[src/hdl/symts_regs.vh]
`ifndef SYMTS_REGS_VH
`define SYMTS_REGS_VH

// register offsets on the byte-wide register port
`define SYMTS_CMP_SRC_OFS 8'hdb
`define SYMTS_CTRL_OFS 8'hdc
`define SYMTS_CNT_B0_OFS 8'he1
`define SYMTS_CNT_B1_OFS 8'he2
`define SYMTS_CNT_B2_OFS 8'he3
`define SYMTS_CNT_B3_OFS 8'he4
`define SYMTS_BCN_B0_OFS 8'he5
`define SYMTS_BCN_B1_OFS 8'he6
`define SYMTS_BCN_B2_OFS 8'he7
`define SYMTS_BCN_B3_OFS 8'he8
`define SYMTS_SFD_B0_OFS 8'he9
`define SYMTS_SFD_B1_OFS 8'hea
`define SYMTS_SFD_B2_OFS 8'heb
`define SYMTS_SFD_B3_OFS 8'hec
`define SYMTS_IRQ_STAT_OFS 8'hf0
`define SYMTS_IRQ_CLR_OFS 8'hf1
`define SYMTS_IRQ_EN_OFS 8'hf2
`define SYMTS_NET_LO_OFS 8'hf3
`define SYMTS_NET_HI_OFS 8'hf4
`define SYMTS_CMP1_B0_OFS 8'hf5
`define SYMTS_CMP1_B1_OFS 8'hf6
`define SYMTS_CMP1_B2_OFS 8'hf7
`define SYMTS_CMP1_B3_OFS 8'hf8
`define SYMTS_TX_B0_OFS 8'hf9
`define SYMTS_TX_B1_OFS 8'hfa
`define SYMTS_TX_B2_OFS 8'hfb
`define SYMTS_TX_B3_OFS 8'hfc
`define SYMTS_RX_B0_OFS 8'hd7
`define SYMTS_RX_B1_OFS 8'hd8
`define SYMTS_RX_B2_OFS 8'hd9
`define SYMTS_RX_B3_OFS 8'hda

// control register fields
`define SYMTS_CTRL_REL1_BIT 0
`define SYMTS_CTRL_AUTO_BIT 3
`define SYMTS_CTRL_EN_BIT 5
`define SYMTS_CTRL_MBTS_BIT 6
`define SYMTS_CTRL_MASK 8'h29

// compare source field and its codes
`define SYMTS_SRC1_MSB 1
`define SYMTS_SRC1_LSB 0
`define SYMTS_SRC_BEACON 2'h0
`define SYMTS_SRC_TX 2'h1
`define SYMTS_SRC_RX 2'h2

// interrupt event bits
`define SYMTS_EV_CMP1 0
`define SYMTS_EV_BEACON 1
`define SYMTS_EV_RX 2
`define SYMTS_EV_TX 3
`define SYMTS_EV_NUM 4

// reset values
`define SYMTS_STAMP_RST 32'h0000_0000
`define SYMTS_BYTE_RST 8'h00
`define SYMTS_NET_RST 8'hff
`define SYMTS_NET_WILD 16'hffff

// timing
`define SYMTS_SYMBOL_NS 16000
`define SYMTS_CLK_NS 20

`endif

[src/hdl/symts_cmp.v]
`timescale 1ns/100ps
`default_nettype none
`include "symts_regs.vh"

// one compare unit: one pulse per arrival of the count at its target
module symts_cmp
#(
    parameter W = 32
)
(
    input wire clk_sys,
    input wire sys_rst,
    input wire run,
    input wire [W-1:0] count,
    input wire [W-1:0] beacon_stamp,
    input wire [W-1:0] tx_frame_stamp,
    input wire [W-1:0] rx_frame_stamp,
    input wire [1:0] base_select,
    input wire relative_mode,
    input wire [W-1:0] value,
    output reg match
);

reg [W-1:0] base;
wire [W-1:0] target;
wire equal;
reg equal_ff;

always @*
begin
    case (base_select)
        `SYMTS_SRC_TX: base = tx_frame_stamp;
        `SYMTS_SRC_RX: base = rx_frame_stamp;
        default: base = beacon_stamp;
    endcase
end

// the sum wraps like the counter itself
assign target = relative_mode ? (base + value) : value;
assign equal = (count == target);

// edge of equality, so a count parked at the target fires only once
always @(posedge clk_sys)
begin
    if (sys_rst)
    begin
        equal_ff <= 1'b0;
        match <= 1'b0;
    end
    else
    begin
        equal_ff <= equal;
        match <= run & equal & ~equal_ff;
    end
end

endmodule // symts_cmp

`default_nettype wire

[src/hdl/symts_top.v]
// Implementation choice: the strobed register port.
`timescale 1ns/100ps
`default_nettype none
`include "symts_regs.vh"

// Contract
// compare unit one base: 0 beacon stamp (default), 1 transmit, 2 received stamp
// symbol count is 32 bits, four byte registers, high byte to low
// SFD stamp: 32 bits, read-only, four bytes, zero after reset
// transmit stamp takes the count one symbol before preamble; read-only
// software adds eleven symbols to transmit stamps before comparing with SFD stamps
// received stamp loads from SFD stamp on good FCS only
// with auto modes and address filtering, received stamp also needs address match
// beacon stamp loads from SFD stamp on valid beacon with matching or wildcard network
// compare value one: 32 bits, read/write, four bytes, zero after reset
// relative mode matches count against stamp plus value, else value alone
// automatic SFD and beacon stamping only while auto stamp enable is set
// manual beacon stamp bit copies count into beacon stamp, then clears
module symts_top
#(
    parameter SYM_CYCLES = (`SYMTS_SYMBOL_NS + `SYMTS_CLK_NS - 1) / `SYMTS_CLK_NS
)
(
    input wire clk_sys,
    input wire sys_rst,
    input wire [7:0] reg_addr,
    input wire [7:0] reg_wdata,
    input wire reg_wr,
    input wire reg_rd,
    output reg [7:0] reg_rdata,
    output reg irq,
    output reg cmp1_match,
    input wire sfd_detect,
    input wire tx_lead,
    input wire rx_end,
    input wire rx_fcs_ok,
    input wire rx_addr_match,
    input wire rx_is_beacon,
    input wire [15:0] rx_src_ident,
    input wire auto_mode_en,
    input wire addr_filter_en
);

reg [31:0] div_cnt_ff;
reg sym_tick_ff;
reg [31:0] symbol_count_ff;
reg [31:0] sfd_stamp_ff;
reg [31:0] tx_frame_stamp_ff;
reg [31:0] rx_frame_stamp_ff;
reg [31:0] beacon_stamp_ff;
reg [31:0] compare1_value_ff;
reg [1:0] cmp1_base_select_ff;
reg cmp1_relative_mode_ff;
reg auto_stamp_enable_ff;
reg count_enable_ff;
reg manual_beacon_stamp_ff;
reg [7:0] network_ident_low_ff;
reg [7:0] network_ident_high_ff;
reg [`SYMTS_EV_NUM-1:0] irq_status_ff;
reg [`SYMTS_EV_NUM-1:0] irq_enable_ff;
reg [`SYMTS_EV_NUM-1:0] nxt_irq_status;
reg [7:0] nxt_rdata;
wire cmp1_hit;
wire wr_cnt;
wire rx_take;
wire beacon_take;
wire net_ok;
wire [15:0] network_ident;
wire wr_irq_clr;
wire wr_irq_en;
reg [`SYMTS_EV_NUM-1:0] nxt_irq_enable;

assign wr_cnt = reg_wr & count_enable_ff;
assign network_ident = {network_ident_high_ff, network_ident_low_ff};
assign wr_irq_clr = reg_wr & (reg_addr == `SYMTS_IRQ_CLR_OFS);
assign wr_irq_en = reg_wr & (reg_addr == `SYMTS_IRQ_EN_OFS);
assign net_ok = (rx_src_ident == network_ident) | (network_ident == `SYMTS_NET_WILD);
assign rx_take = rx_end & rx_fcs_ok
    & (~(auto_mode_en & addr_filter_en) | rx_addr_match);
assign beacon_take = rx_end & rx_fcs_ok & rx_is_beacon & net_ok
    & auto_stamp_enable_ff;

// symbol rate enable; the divider restarts while the counter is off
always @(posedge clk_sys)
begin
    if (sys_rst)
    begin
        div_cnt_ff <= 32'h0000_0000;
        sym_tick_ff <= 1'b0;
    end
    else if (!count_enable_ff)
    begin
        div_cnt_ff <= 32'h0000_0000;
        sym_tick_ff <= 1'b0;
    end
    else if (div_cnt_ff == SYM_CYCLES - 1)
    begin
        div_cnt_ff <= 32'h0000_0000;
        sym_tick_ff <= 1'b1;
    end
    else
    begin
        div_cnt_ff <= div_cnt_ff + 32'h0000_0001;
        sym_tick_ff <= 1'b0;
    end
end

// bytes are not latched together, so a read across a tick may tear
// a byte write wins over the tick of the same cycle; writes are lost while disabled
always @(posedge clk_sys)
begin
    if (sys_rst)
        symbol_count_ff <= `SYMTS_STAMP_RST;
    else if (wr_cnt && reg_addr == `SYMTS_CNT_B3_OFS)
        symbol_count_ff[31:24] <= reg_wdata;
    else if (wr_cnt && reg_addr == `SYMTS_CNT_B2_OFS)
        symbol_count_ff[23:16] <= reg_wdata;
    else if (wr_cnt && reg_addr == `SYMTS_CNT_B1_OFS)
        symbol_count_ff[15:8] <= reg_wdata;
    else if (wr_cnt && reg_addr == `SYMTS_CNT_B0_OFS)
        symbol_count_ff[7:0] <= reg_wdata;
    else if (sym_tick_ff)
        symbol_count_ff <= symbol_count_ff + 32'h0000_0001;
end

// stamps; one process each keeps the capture conditions apart
always @(posedge clk_sys)
begin
    if (sys_rst)
        sfd_stamp_ff <= `SYMTS_STAMP_RST;
    else if (sfd_detect && auto_stamp_enable_ff)
        sfd_stamp_ff <= symbol_count_ff;
end

// the radio raises tx_lead one symbol ahead of the preamble
always @(posedge clk_sys)
begin
    if (sys_rst)
        tx_frame_stamp_ff <= `SYMTS_STAMP_RST;
    else if (tx_lead)
        tx_frame_stamp_ff <= symbol_count_ff;
end

// an SFD in the same cycle as a frame end is not yet seen here
always @(posedge clk_sys)
begin
    if (sys_rst)
        rx_frame_stamp_ff <= `SYMTS_STAMP_RST;
    else if (rx_take)
        rx_frame_stamp_ff <= sfd_stamp_ff;
end

// manual stamping wins over a beacon ending in the same cycle
always @(posedge clk_sys)
begin
    if (sys_rst)
        beacon_stamp_ff <= `SYMTS_STAMP_RST;
    else if (manual_beacon_stamp_ff)
        beacon_stamp_ff <= symbol_count_ff;
    else if (beacon_take)
        beacon_stamp_ff <= sfd_stamp_ff;
end

// compare value one, byte by byte
always @(posedge clk_sys)
begin
    if (sys_rst)
        compare1_value_ff <= `SYMTS_STAMP_RST;
    else if (reg_wr)
    begin
        case (reg_addr)
            `SYMTS_CMP1_B3_OFS: compare1_value_ff[31:24] <= reg_wdata;
            `SYMTS_CMP1_B2_OFS: compare1_value_ff[23:16] <= reg_wdata;
            `SYMTS_CMP1_B1_OFS: compare1_value_ff[15:8] <= reg_wdata;
            `SYMTS_CMP1_B0_OFS: compare1_value_ff[7:0] <= reg_wdata;
            default:
            begin
            end
        endcase
    end
end

// software written configuration
always @(posedge clk_sys)
begin
    if (sys_rst)
    begin
        cmp1_base_select_ff <= `SYMTS_SRC_BEACON;
        cmp1_relative_mode_ff <= 1'b0;
        auto_stamp_enable_ff <= 1'b0;
        count_enable_ff <= 1'b0;
        manual_beacon_stamp_ff <= 1'b0;
        network_ident_low_ff <= `SYMTS_NET_RST;
        network_ident_high_ff <= `SYMTS_NET_RST;
    end
    else
    begin
        // held one cycle, so a write of one is seen and then cleared
        manual_beacon_stamp_ff <= 1'b0;
        if (reg_wr)
        begin
            case (reg_addr)
                `SYMTS_CMP_SRC_OFS:
                    cmp1_base_select_ff <=
                        reg_wdata[`SYMTS_SRC1_MSB:`SYMTS_SRC1_LSB];
                `SYMTS_CTRL_OFS:
                begin
                    cmp1_relative_mode_ff <= reg_wdata[`SYMTS_CTRL_REL1_BIT];
                    auto_stamp_enable_ff <= reg_wdata[`SYMTS_CTRL_AUTO_BIT];
                    count_enable_ff <= reg_wdata[`SYMTS_CTRL_EN_BIT];
                    manual_beacon_stamp_ff <= reg_wdata[`SYMTS_CTRL_MBTS_BIT];
                end
                `SYMTS_NET_LO_OFS: network_ident_low_ff <= reg_wdata;
                `SYMTS_NET_HI_OFS: network_ident_high_ff <= reg_wdata;
                default:
                begin
                end
            endcase
        end
    end
end

symts_cmp
#(
    .W(32)
)
u_cmp1
(
    .clk_sys(clk_sys),
    .sys_rst(sys_rst),
    .run(count_enable_ff),
    .count(symbol_count_ff),
    .beacon_stamp(beacon_stamp_ff),
    .tx_frame_stamp(tx_frame_stamp_ff),
    .rx_frame_stamp(rx_frame_stamp_ff),
    .base_select(cmp1_base_select_ff),
    .relative_mode(cmp1_relative_mode_ff),
    .value(compare1_value_ff),
    .match(cmp1_hit)
);

// enable writes reach irq in the cycle they land, as a clear does
always @*
begin
    nxt_irq_enable = irq_enable_ff;
    if (wr_irq_en)
        nxt_irq_enable = reg_wdata[`SYMTS_EV_NUM-1:0];
end

// sticky events; a new event beats a clear in the same cycle
always @*
begin
    nxt_irq_status = irq_status_ff;
    if (wr_irq_clr)
        nxt_irq_status = irq_status_ff & ~reg_wdata[`SYMTS_EV_NUM-1:0];
    if (cmp1_hit)
        nxt_irq_status[`SYMTS_EV_CMP1] = 1'b1;
    if (manual_beacon_stamp_ff || beacon_take)
        nxt_irq_status[`SYMTS_EV_BEACON] = 1'b1;
    if (rx_take)
        nxt_irq_status[`SYMTS_EV_RX] = 1'b1;
    if (tx_lead)
        nxt_irq_status[`SYMTS_EV_TX] = 1'b1;
end

always @(posedge clk_sys)
begin
    if (sys_rst)
    begin
        irq_status_ff <= {`SYMTS_EV_NUM{1'b0}};
        irq_enable_ff <= {`SYMTS_EV_NUM{1'b0}};
        irq <= 1'b0;
        cmp1_match <= 1'b0;
    end
    else
    begin
        irq_status_ff <= nxt_irq_status;
        irq_enable_ff <= nxt_irq_enable;
        // irq follows the next status and enable, so it rises with the status bit
        irq <= |(nxt_irq_status & nxt_irq_enable);
        cmp1_match <= cmp1_hit;
    end
end

// read mux; unmapped and write-only addresses read zero
always @*
begin
    nxt_rdata = `SYMTS_BYTE_RST;
    case (reg_addr)
        `SYMTS_CNT_B3_OFS: nxt_rdata = symbol_count_ff[31:24];
        `SYMTS_CNT_B2_OFS: nxt_rdata = symbol_count_ff[23:16];
        `SYMTS_CNT_B1_OFS: nxt_rdata = symbol_count_ff[15:8];
        `SYMTS_CNT_B0_OFS: nxt_rdata = symbol_count_ff[7:0];
        `SYMTS_SFD_B3_OFS: nxt_rdata = sfd_stamp_ff[31:24];
        `SYMTS_SFD_B2_OFS: nxt_rdata = sfd_stamp_ff[23:16];
        `SYMTS_SFD_B1_OFS: nxt_rdata = sfd_stamp_ff[15:8];
        `SYMTS_SFD_B0_OFS: nxt_rdata = sfd_stamp_ff[7:0];
        `SYMTS_TX_B3_OFS: nxt_rdata = tx_frame_stamp_ff[31:24];
        `SYMTS_TX_B2_OFS: nxt_rdata = tx_frame_stamp_ff[23:16];
        `SYMTS_TX_B1_OFS: nxt_rdata = tx_frame_stamp_ff[15:8];
        `SYMTS_TX_B0_OFS: nxt_rdata = tx_frame_stamp_ff[7:0];
        `SYMTS_RX_B3_OFS: nxt_rdata = rx_frame_stamp_ff[31:24];
        `SYMTS_RX_B2_OFS: nxt_rdata = rx_frame_stamp_ff[23:16];
        `SYMTS_RX_B1_OFS: nxt_rdata = rx_frame_stamp_ff[15:8];
        `SYMTS_RX_B0_OFS: nxt_rdata = rx_frame_stamp_ff[7:0];
        `SYMTS_BCN_B3_OFS: nxt_rdata = beacon_stamp_ff[31:24];
        `SYMTS_BCN_B2_OFS: nxt_rdata = beacon_stamp_ff[23:16];
        `SYMTS_BCN_B1_OFS: nxt_rdata = beacon_stamp_ff[15:8];
        `SYMTS_BCN_B0_OFS: nxt_rdata = beacon_stamp_ff[7:0];
        `SYMTS_CMP1_B3_OFS: nxt_rdata = compare1_value_ff[31:24];
        `SYMTS_CMP1_B2_OFS: nxt_rdata = compare1_value_ff[23:16];
        `SYMTS_CMP1_B1_OFS: nxt_rdata = compare1_value_ff[15:8];
        `SYMTS_CMP1_B0_OFS: nxt_rdata = compare1_value_ff[7:0];
        `SYMTS_CMP_SRC_OFS: nxt_rdata = {6'h00, cmp1_base_select_ff};
        `SYMTS_CTRL_OFS:
        begin
            nxt_rdata[`SYMTS_CTRL_REL1_BIT] = cmp1_relative_mode_ff;
            nxt_rdata[`SYMTS_CTRL_AUTO_BIT] = auto_stamp_enable_ff;
            nxt_rdata[`SYMTS_CTRL_EN_BIT] = count_enable_ff;
            nxt_rdata[`SYMTS_CTRL_MBTS_BIT] = manual_beacon_stamp_ff;
        end
        `SYMTS_NET_LO_OFS: nxt_rdata = network_ident_low_ff;
        `SYMTS_NET_HI_OFS: nxt_rdata = network_ident_high_ff;
        `SYMTS_IRQ_STAT_OFS: nxt_rdata = {4'h0, irq_status_ff};
        `SYMTS_IRQ_EN_OFS: nxt_rdata = {4'h0, irq_enable_ff};
        default: nxt_rdata = `SYMTS_BYTE_RST;
    endcase
end

// data stands only in the cycle after the strobe
always @(posedge clk_sys)
begin
    if (sys_rst)
        reg_rdata <= `SYMTS_BYTE_RST;
    else if (reg_rd)
        reg_rdata <= nxt_rdata;
    else
        reg_rdata <= `SYMTS_BYTE_RST;
end

endmodule // symts_top

`default_nettype wire

[config.mk]
export PLATFORM = sky130hd
export DESIGN_NAME = symts_top
export DESIGN_NICKNAME = d
export VERILOG_FILES = /design/src/hdl/symts_cmp.v /design/src/hdl/symts_top.v
export VERILOG_INCLUDE_DIRS = /design/src /design/src/hdl
export SDC_FILE = /design/constraint.sdc
export NUM_CORES = 1
export LEC_CHECK = 0
export BUFFER_PORTS_ARGS = -buffer_cell sky130_fd_sc_hd__buf_2
export CORE_ASPECT_RATIO = 1.1
export CORE_MARGIN = 10
export CORE_UTILIZATION = 43
export DETAILED_ROUTE_END_ITERATION = 12
export MAX_ROUTING_LAYER = met4
export PLACE_DENSITY = 0.69
export SLEW_MARGIN = 0
export SYNTH_ARGS = -nofsm -noshare
export SYNTH_HDL_FRONTEND = slang
export SYNTH_SLANG_ARGS = --single-unit
[constraint.sdc]
create_clock -name clk_sys -period 6 [get_ports clk_sys]
set_clock_uncertainty 0.2 [all_clocks]
set_input_delay 0.3 -clock clk_sys [delete_from_list [all_inputs] [get_ports clk_sys]]
set_output_delay 0.3 -clock clk_sys [all_outputs]
set_load 0.005 [all_outputs]
Yosys cells after proc, flatten, opt, wreduce, memory -nomap -nowiden
Cells that the tools add are included.
Operators by class
  reductions and logical operators: 28
  multiplexer cells: 25
  equality and inequality tests: 43
  $add $sub $neg: 3
  bitwise gates (word level): 25
Operators with widths (count)
  $eq A8 B8 Y1 const B: 31
  $mux W32: 4
  $add A32 B1 Y32 const B: 2
  $pmux W32 S2: 1
  $pmux W2 S29: 1
  $pmux W2 S27: 1
  $pmux W1 S26: 2
  $mux W8: 5
  $add A32 B32 Y32: 1
  $eq A32 B10 Y1 const B: 1
  $eq A32 B32 Y1: 1
  $pmux W1 S30: 1
  $pmux W1 S29: 1
  $mux W24: 1
  $eq A16 B16 Y1: 1
  $eq A16 B16 Y1 const B: 1
  $mux W16: 1
  $reduce_and A2 Y1: 8
  $reduce_and A4 Y1: 4
  $ne A2 B2 Y1 const B: 6
  $and A1 B1 Y1: 11
  $reduce_bool A2 Y1: 5
  $not A1 Y1: 9
  $and A4 B4 Y4: 2
  11 further kinds: 23
Storage, ports and cells
  logic and storage cells: 152
  flip-flop bits (word level): 267
  bits of input ports: 44

Logic depth before layout (Yosys ltp)
  depth in word-level cells: 8
  depth in mapped cells: 19

By module
A second synthesis with hierarchy kept.
Unflattened totals
  cells, all modules: 2245
  area, all modules: 17845.9 um^2
By module, submodules not included
  symts_top: cells an instance 1653, instances 1, area each 13889.6 um^2
  symts_cmp: cells an instance 592, instances 1, area each 3956.3 um^2

Least setup slack after synthesis
OpenSTA, ideal clock, no wires.
  kind: reg2reg
  start point: register cmp1_base_select_ff[0]
  end point: register u_cmp1.match
  required time: 5712 ps
  period minus slack after synthesis: 4343 ps
  library setup time: 88 ps
  slack: 1657 ps
  arrival time: 4055 ps
  buffers on the path: 2
  stages on the path, launching flop included: 20
  cells stage by stage: dfxtp_1 -> inv_1 -> ha_1 -> clkbuf_1 -> clkbuf_1 -> nand2_1 -> o21ai_0 -> ha_1 -> inv_1 -> fa_1 -> nand3b_1 -> a211oi_2 -> o21bai_2 -> a2111oi_4 -> mux2i_1 -> o32a_1 -> o2111ai_1 -> nor4_1 -> nand4_1 -> nor4_2
Between the ends
  longest elaborated chain between the ends: 7
RTL lines
  start, declared: RTL line symts_top.v:52  | reg [1:0] cmp1_base_select_ff;
  start signal, assigned: RTL line symts_top.v:188  | cmp1_base_select_ff <= `SYMTS_SRC_BEACON;
  start signal, assigned: RTL line symts_top.v:204  | cmp1_base_select_ff <=
  $eq A2 B2 Y1 or $eq A2 B1 Y1 (tied branches): RTL line symts_cmp.v:31  | case (base_select)
  $pmux W32 S2 (*): RTL line symts_cmp.v:31
  $add A32 B32 Y32 (*): RTL line symts_cmp.v:39  | assign target = relative_mode ? (base + value) : value;
  $mux W32 (*): RTL line symts_cmp.v:39
  $eq A32 B32 Y1 (*): RTL line symts_cmp.v:40  | assign equal = (count == target);
  $and A1 B1 Y1 (*) (2 in a row): RTL line symts_cmp.v:53  | match <= run & equal & ~equal_ff;
  end signal, assigned: RTL line symts_cmp.v:53
  end, declared: RTL line symts_cmp.v:21  | output reg match
Every way passes the cells marked *; elsewhere a longest branch is shown, timed or not.
A chain may end at the register's enable or synchronous reset.

Worst setup path after layout
Same ends and word-level chain as after synthesis.

==> out/results.tsv <==
metric	value	unit
drt-initial-drc-count	2428	
ys_async_sr_fraction	0	%
register_area	5350	um^2
drtAntennaViolNets	0	
synth_area_leaders	sky130_fd_sc_hd__dfxtp_1 33%, sky130_fd_sc_hd__nand2_1 7.2%, sky130_fd_sc_hd__mux2i_1 6.6%	
top_usage_layer	met2	
total_power	0.00377	W
power_density	212	nW/um^2
final.fill_count	3636	
timing.setup.critical_path_class	register to register	
global_route.usage.met1	37.8	%
grt_max_degree	134	
ys_warn_count	0	
hold_violations	0	
cts_buffers	29	
clk_transition_reported_paths	70	ps
synth-seq-cells	267	
setup_tns	0	ps
clock.fmax	0.196	GHz
core	37100	um^2
gp_routability_congestion	1.11	
detailroute.via_count	17000	
gr-usage-met2	44.6	%
ir_drop	0.209	mV
antenna_found_initial	1	
synth_cell_type_count	82	
grt_pass1_wl	102	mm
max_cap_viol_count	0	
viasPerCell	6.57	
clock-root-buffer	sky130_fd_sc_hd__clkbuf_16	
ctsHtreeMaxLevel	1	
worst_slew_margin_rel	22.4	%
finalCritPeriodShare	85.2	%
worstPathCellList	inv_1 > ha_2 > buf_4 > nand2_1 > o21ai_0 > ha_1 > inv_1 > fa_1 > nand3b_1 > a211oi_2 > o21a_1 > nor3_1 > o21a_1 > nor4_1 > nand3b_1 > a2111oi_1 > nand4_1 > nor4_2	
cts_tree	built	
worst_ep_arrival	5400	ps
worst_pin_slew	1160	ps
mappedNetlistArea	16200	um^2
timing.critical_path.slowest_stage_cell	sky130_fd_sc_hd__a211oi_2	
ys_dominant_reg_cell	sky130_fd_sc_hd__dfxtp_1	
floorplan.initialDensity	43.6	%
area_growth_syn_to_layout	9.77	%
floorplan.io_pins	54	
area_of_the_die	45800	um^2
setup.worst_path.end_class	register	
crit_required	6290	ps
die_height	223	um
post-synth-top-area-cell	sky130_fd_sc_hd__dfxtp_1	
clock_latency	580	ps
status	completed	
global_route.usage.met3	5.32	%
global_route.overflow_total	0	
sequential_element_share_of_the_synthesized_area	33.0	%
min-delay-path-class	input pin to register	
max_buffers_root_to_sink	3	
r2r_cell_count	18	
hold-worst-slack	28.9	ps
rsz0062_at_grt	no	
hpwl	51.1	mm
dieWidth	205	um
report.final.setup_viol	0	
slew_viol_final	0	
port_buffers	53	
leakagePower	6.31	nW
first_global_vias	15700	
preCtsSetupSlack	992	ps
final_net_count	2155	
edff_count_synth	0	
period_needed	5110	ps
setup_slack	886	ps
netlist.area_leader.share	33.0	%
post_synth.cell_area_avg	7.72	um^2
synthesis.instances	2096	
drive_above_1_share	8.00	%
mostFrequentLayoutCells	309 x sky130_fd_sc_hd__nand2_1, 265 x sky130_fd_sc_hd__dfxtp_1, 259 x sky130_fd_sc_hd__nor2_1	
cts.sink_count	267	
cp_slowest_stage_delay	470	ps
whs_path_depth	3	
wl	69.3	mm
multiInputGateArea	10200	um^2
floorplan.rows	74	
drt_drc_violations_left	0	
avgRoutedWirePerCell	26.9	um
layout.cells.most_common	sky130_fd_sc_hd__nand2_1	
firstDrtPassIters	7	
mappedNetlistNets	2186	
critical_path.max_fanout	32	
globalRouteTotalUtil	30.0	%
critPathLaunchType	register	
## final cells by class
class / count / share of cell area [%]
Clock buffer: 42 / 4.64
Clock inverter: 11 / 0.810
Tap cell: 494 / 3.48
Inverter: 26 / 0.549
Timing Repair Buffer: 92 / 3.25
Sequential cell: 267 / 30.1
Antenna cell: 1 / 0.0141
Multi-Input combinational cell: 1649 / 57.2
## registers in the layout (all words and copies together), names as in the netlist
signal,flops
sfd_stamp_ff,32
compare1_value_ff,32
manual_beacon_stamp_ff,1
sym_tick_ff,1
symbol_count_ff,32
cmp1_relative_mode_ff,1
div_cnt_ff,32
u_cmp1.equal_ff,1
reg_rdata,8
count_enable_ff,1
tx_frame_stamp_ff,32
irq_status_ff,4
network_ident_high_ff,8
irq,1
cmp1_match,1
auto_stamp_enable_ff,1
irq_enable_ff,4
rx_frame_stamp_ff,32
beacon_stamp_ff,32
network_ident_low_ff,8
u_cmp1.match,1
cmp1_base_select_ff,2
## logic make-up (layout without fill, tap and decap cells)
logic type / count (synthesis) / count (layout) / synth area share (%)
compound gates: 548 / 548 / 22.9
xor+xnor: 97 / 97 / 5.25
fa+ha+maj: 47 / 47 / 3.67
buf+inv: 180 / 171 / 4.38
flops: 267 / 267 / 33.0
mux: 112 / 112 / 6.97
other cells: 0 / 1 / 0
simple gates: 845 / 845 / 23.8
## repair_timing
| action | 4_1_cts | 5_1_grt |
|---|---|---|
| resized for setup | 0 | 0 |
| endpoints found under the hold margin | 7 | 0 |
| setup buffers | 0 | 0 |
| hold buffers | 5 | 0 |
## per-layer routing
layer  up-vias  share of wire (%)
li1       7539                  -
met1      8037                 39
met2      1106                 43
met3       279                 11
met4         0                6.7
met5         -                  0
## where the power goes
group          internal [W]  switching (W)  leakage (nW)
Clock               0.00108       0.000775         0.462
Sequential          0.00177     0.00000227          2.15
Combinational     0.0000358       0.000104          3.69
## cells in the mapped netlist (32+ instances only)
cell and count:
sky130_fd_sc_hd__xnor2_1 60, sky130_fd_sc_hd__nor2_1 259, sky130_fd_sc_hd__ha_1 45, sky130_fd_sc_hd__dfxtp_1 267, sky130_fd_sc_hd__a21oi_1 158, sky130_fd_sc_hd__nor3_1 32
sky130_fd_sc_hd__clkbuf_1 112, sky130_fd_sc_hd__nand4_1 57, sky130_fd_sc_hd__mux2i_1 107, sky130_fd_sc_hd__nand3_1 63, sky130_fd_sc_hd__nand2_1 309, sky130_fd_sc_hd__a22oi_1 74
sky130_fd_sc_hd__xor2_1 37, sky130_fd_sc_hd__o21ai_0 85, sky130_fd_sc_hd__a211oi_1 51
## path summary, 6_finish.rpt
path	start	slack, ps	to
max	cmp1_base_select_ff[0]$_SDFFE_PP0P_	890	u_cmp1.match$_SDFF_PP0_
min	reg_wdata[1]	30	cmp1_base_select_ff[1]$_SDFFE_PP0P_
max reg2reg	cmp1_base_select_ff[0]$_SDFFE_PP0P_	890	u_cmp1.match$_SDFF_PP0_
min reg2reg	div_cnt_ff[0]$_SDFF_PP0_	260	div_cnt_ff[0]$_SDFF_PP0_
## critical path: cells and delay by family (launching register included)
kind	cells	cell delay, ps
simple gates	7	1530
compound gates	5	1440
fa+ha+maj	3	1030
buf+inv	3	450
flops	1	380
## through the flow
| stage | std cells | util [%] | instance area [um^2] |
|---|---|---|---|
| floorplan | 2096 | - | 16200 |
| global placement | 2523 | 45.1 | 16700 |
| detailed placement | 2523 | 45.1 | 16700 |
| CTS | 2581 | 47.8 | 17800 |
| global route | 2582 | 47.8 | 17800 |
| finish | 2582 | 47.8 | 17800 |
No activity file was read; power rests on OpenSTA's default activity.
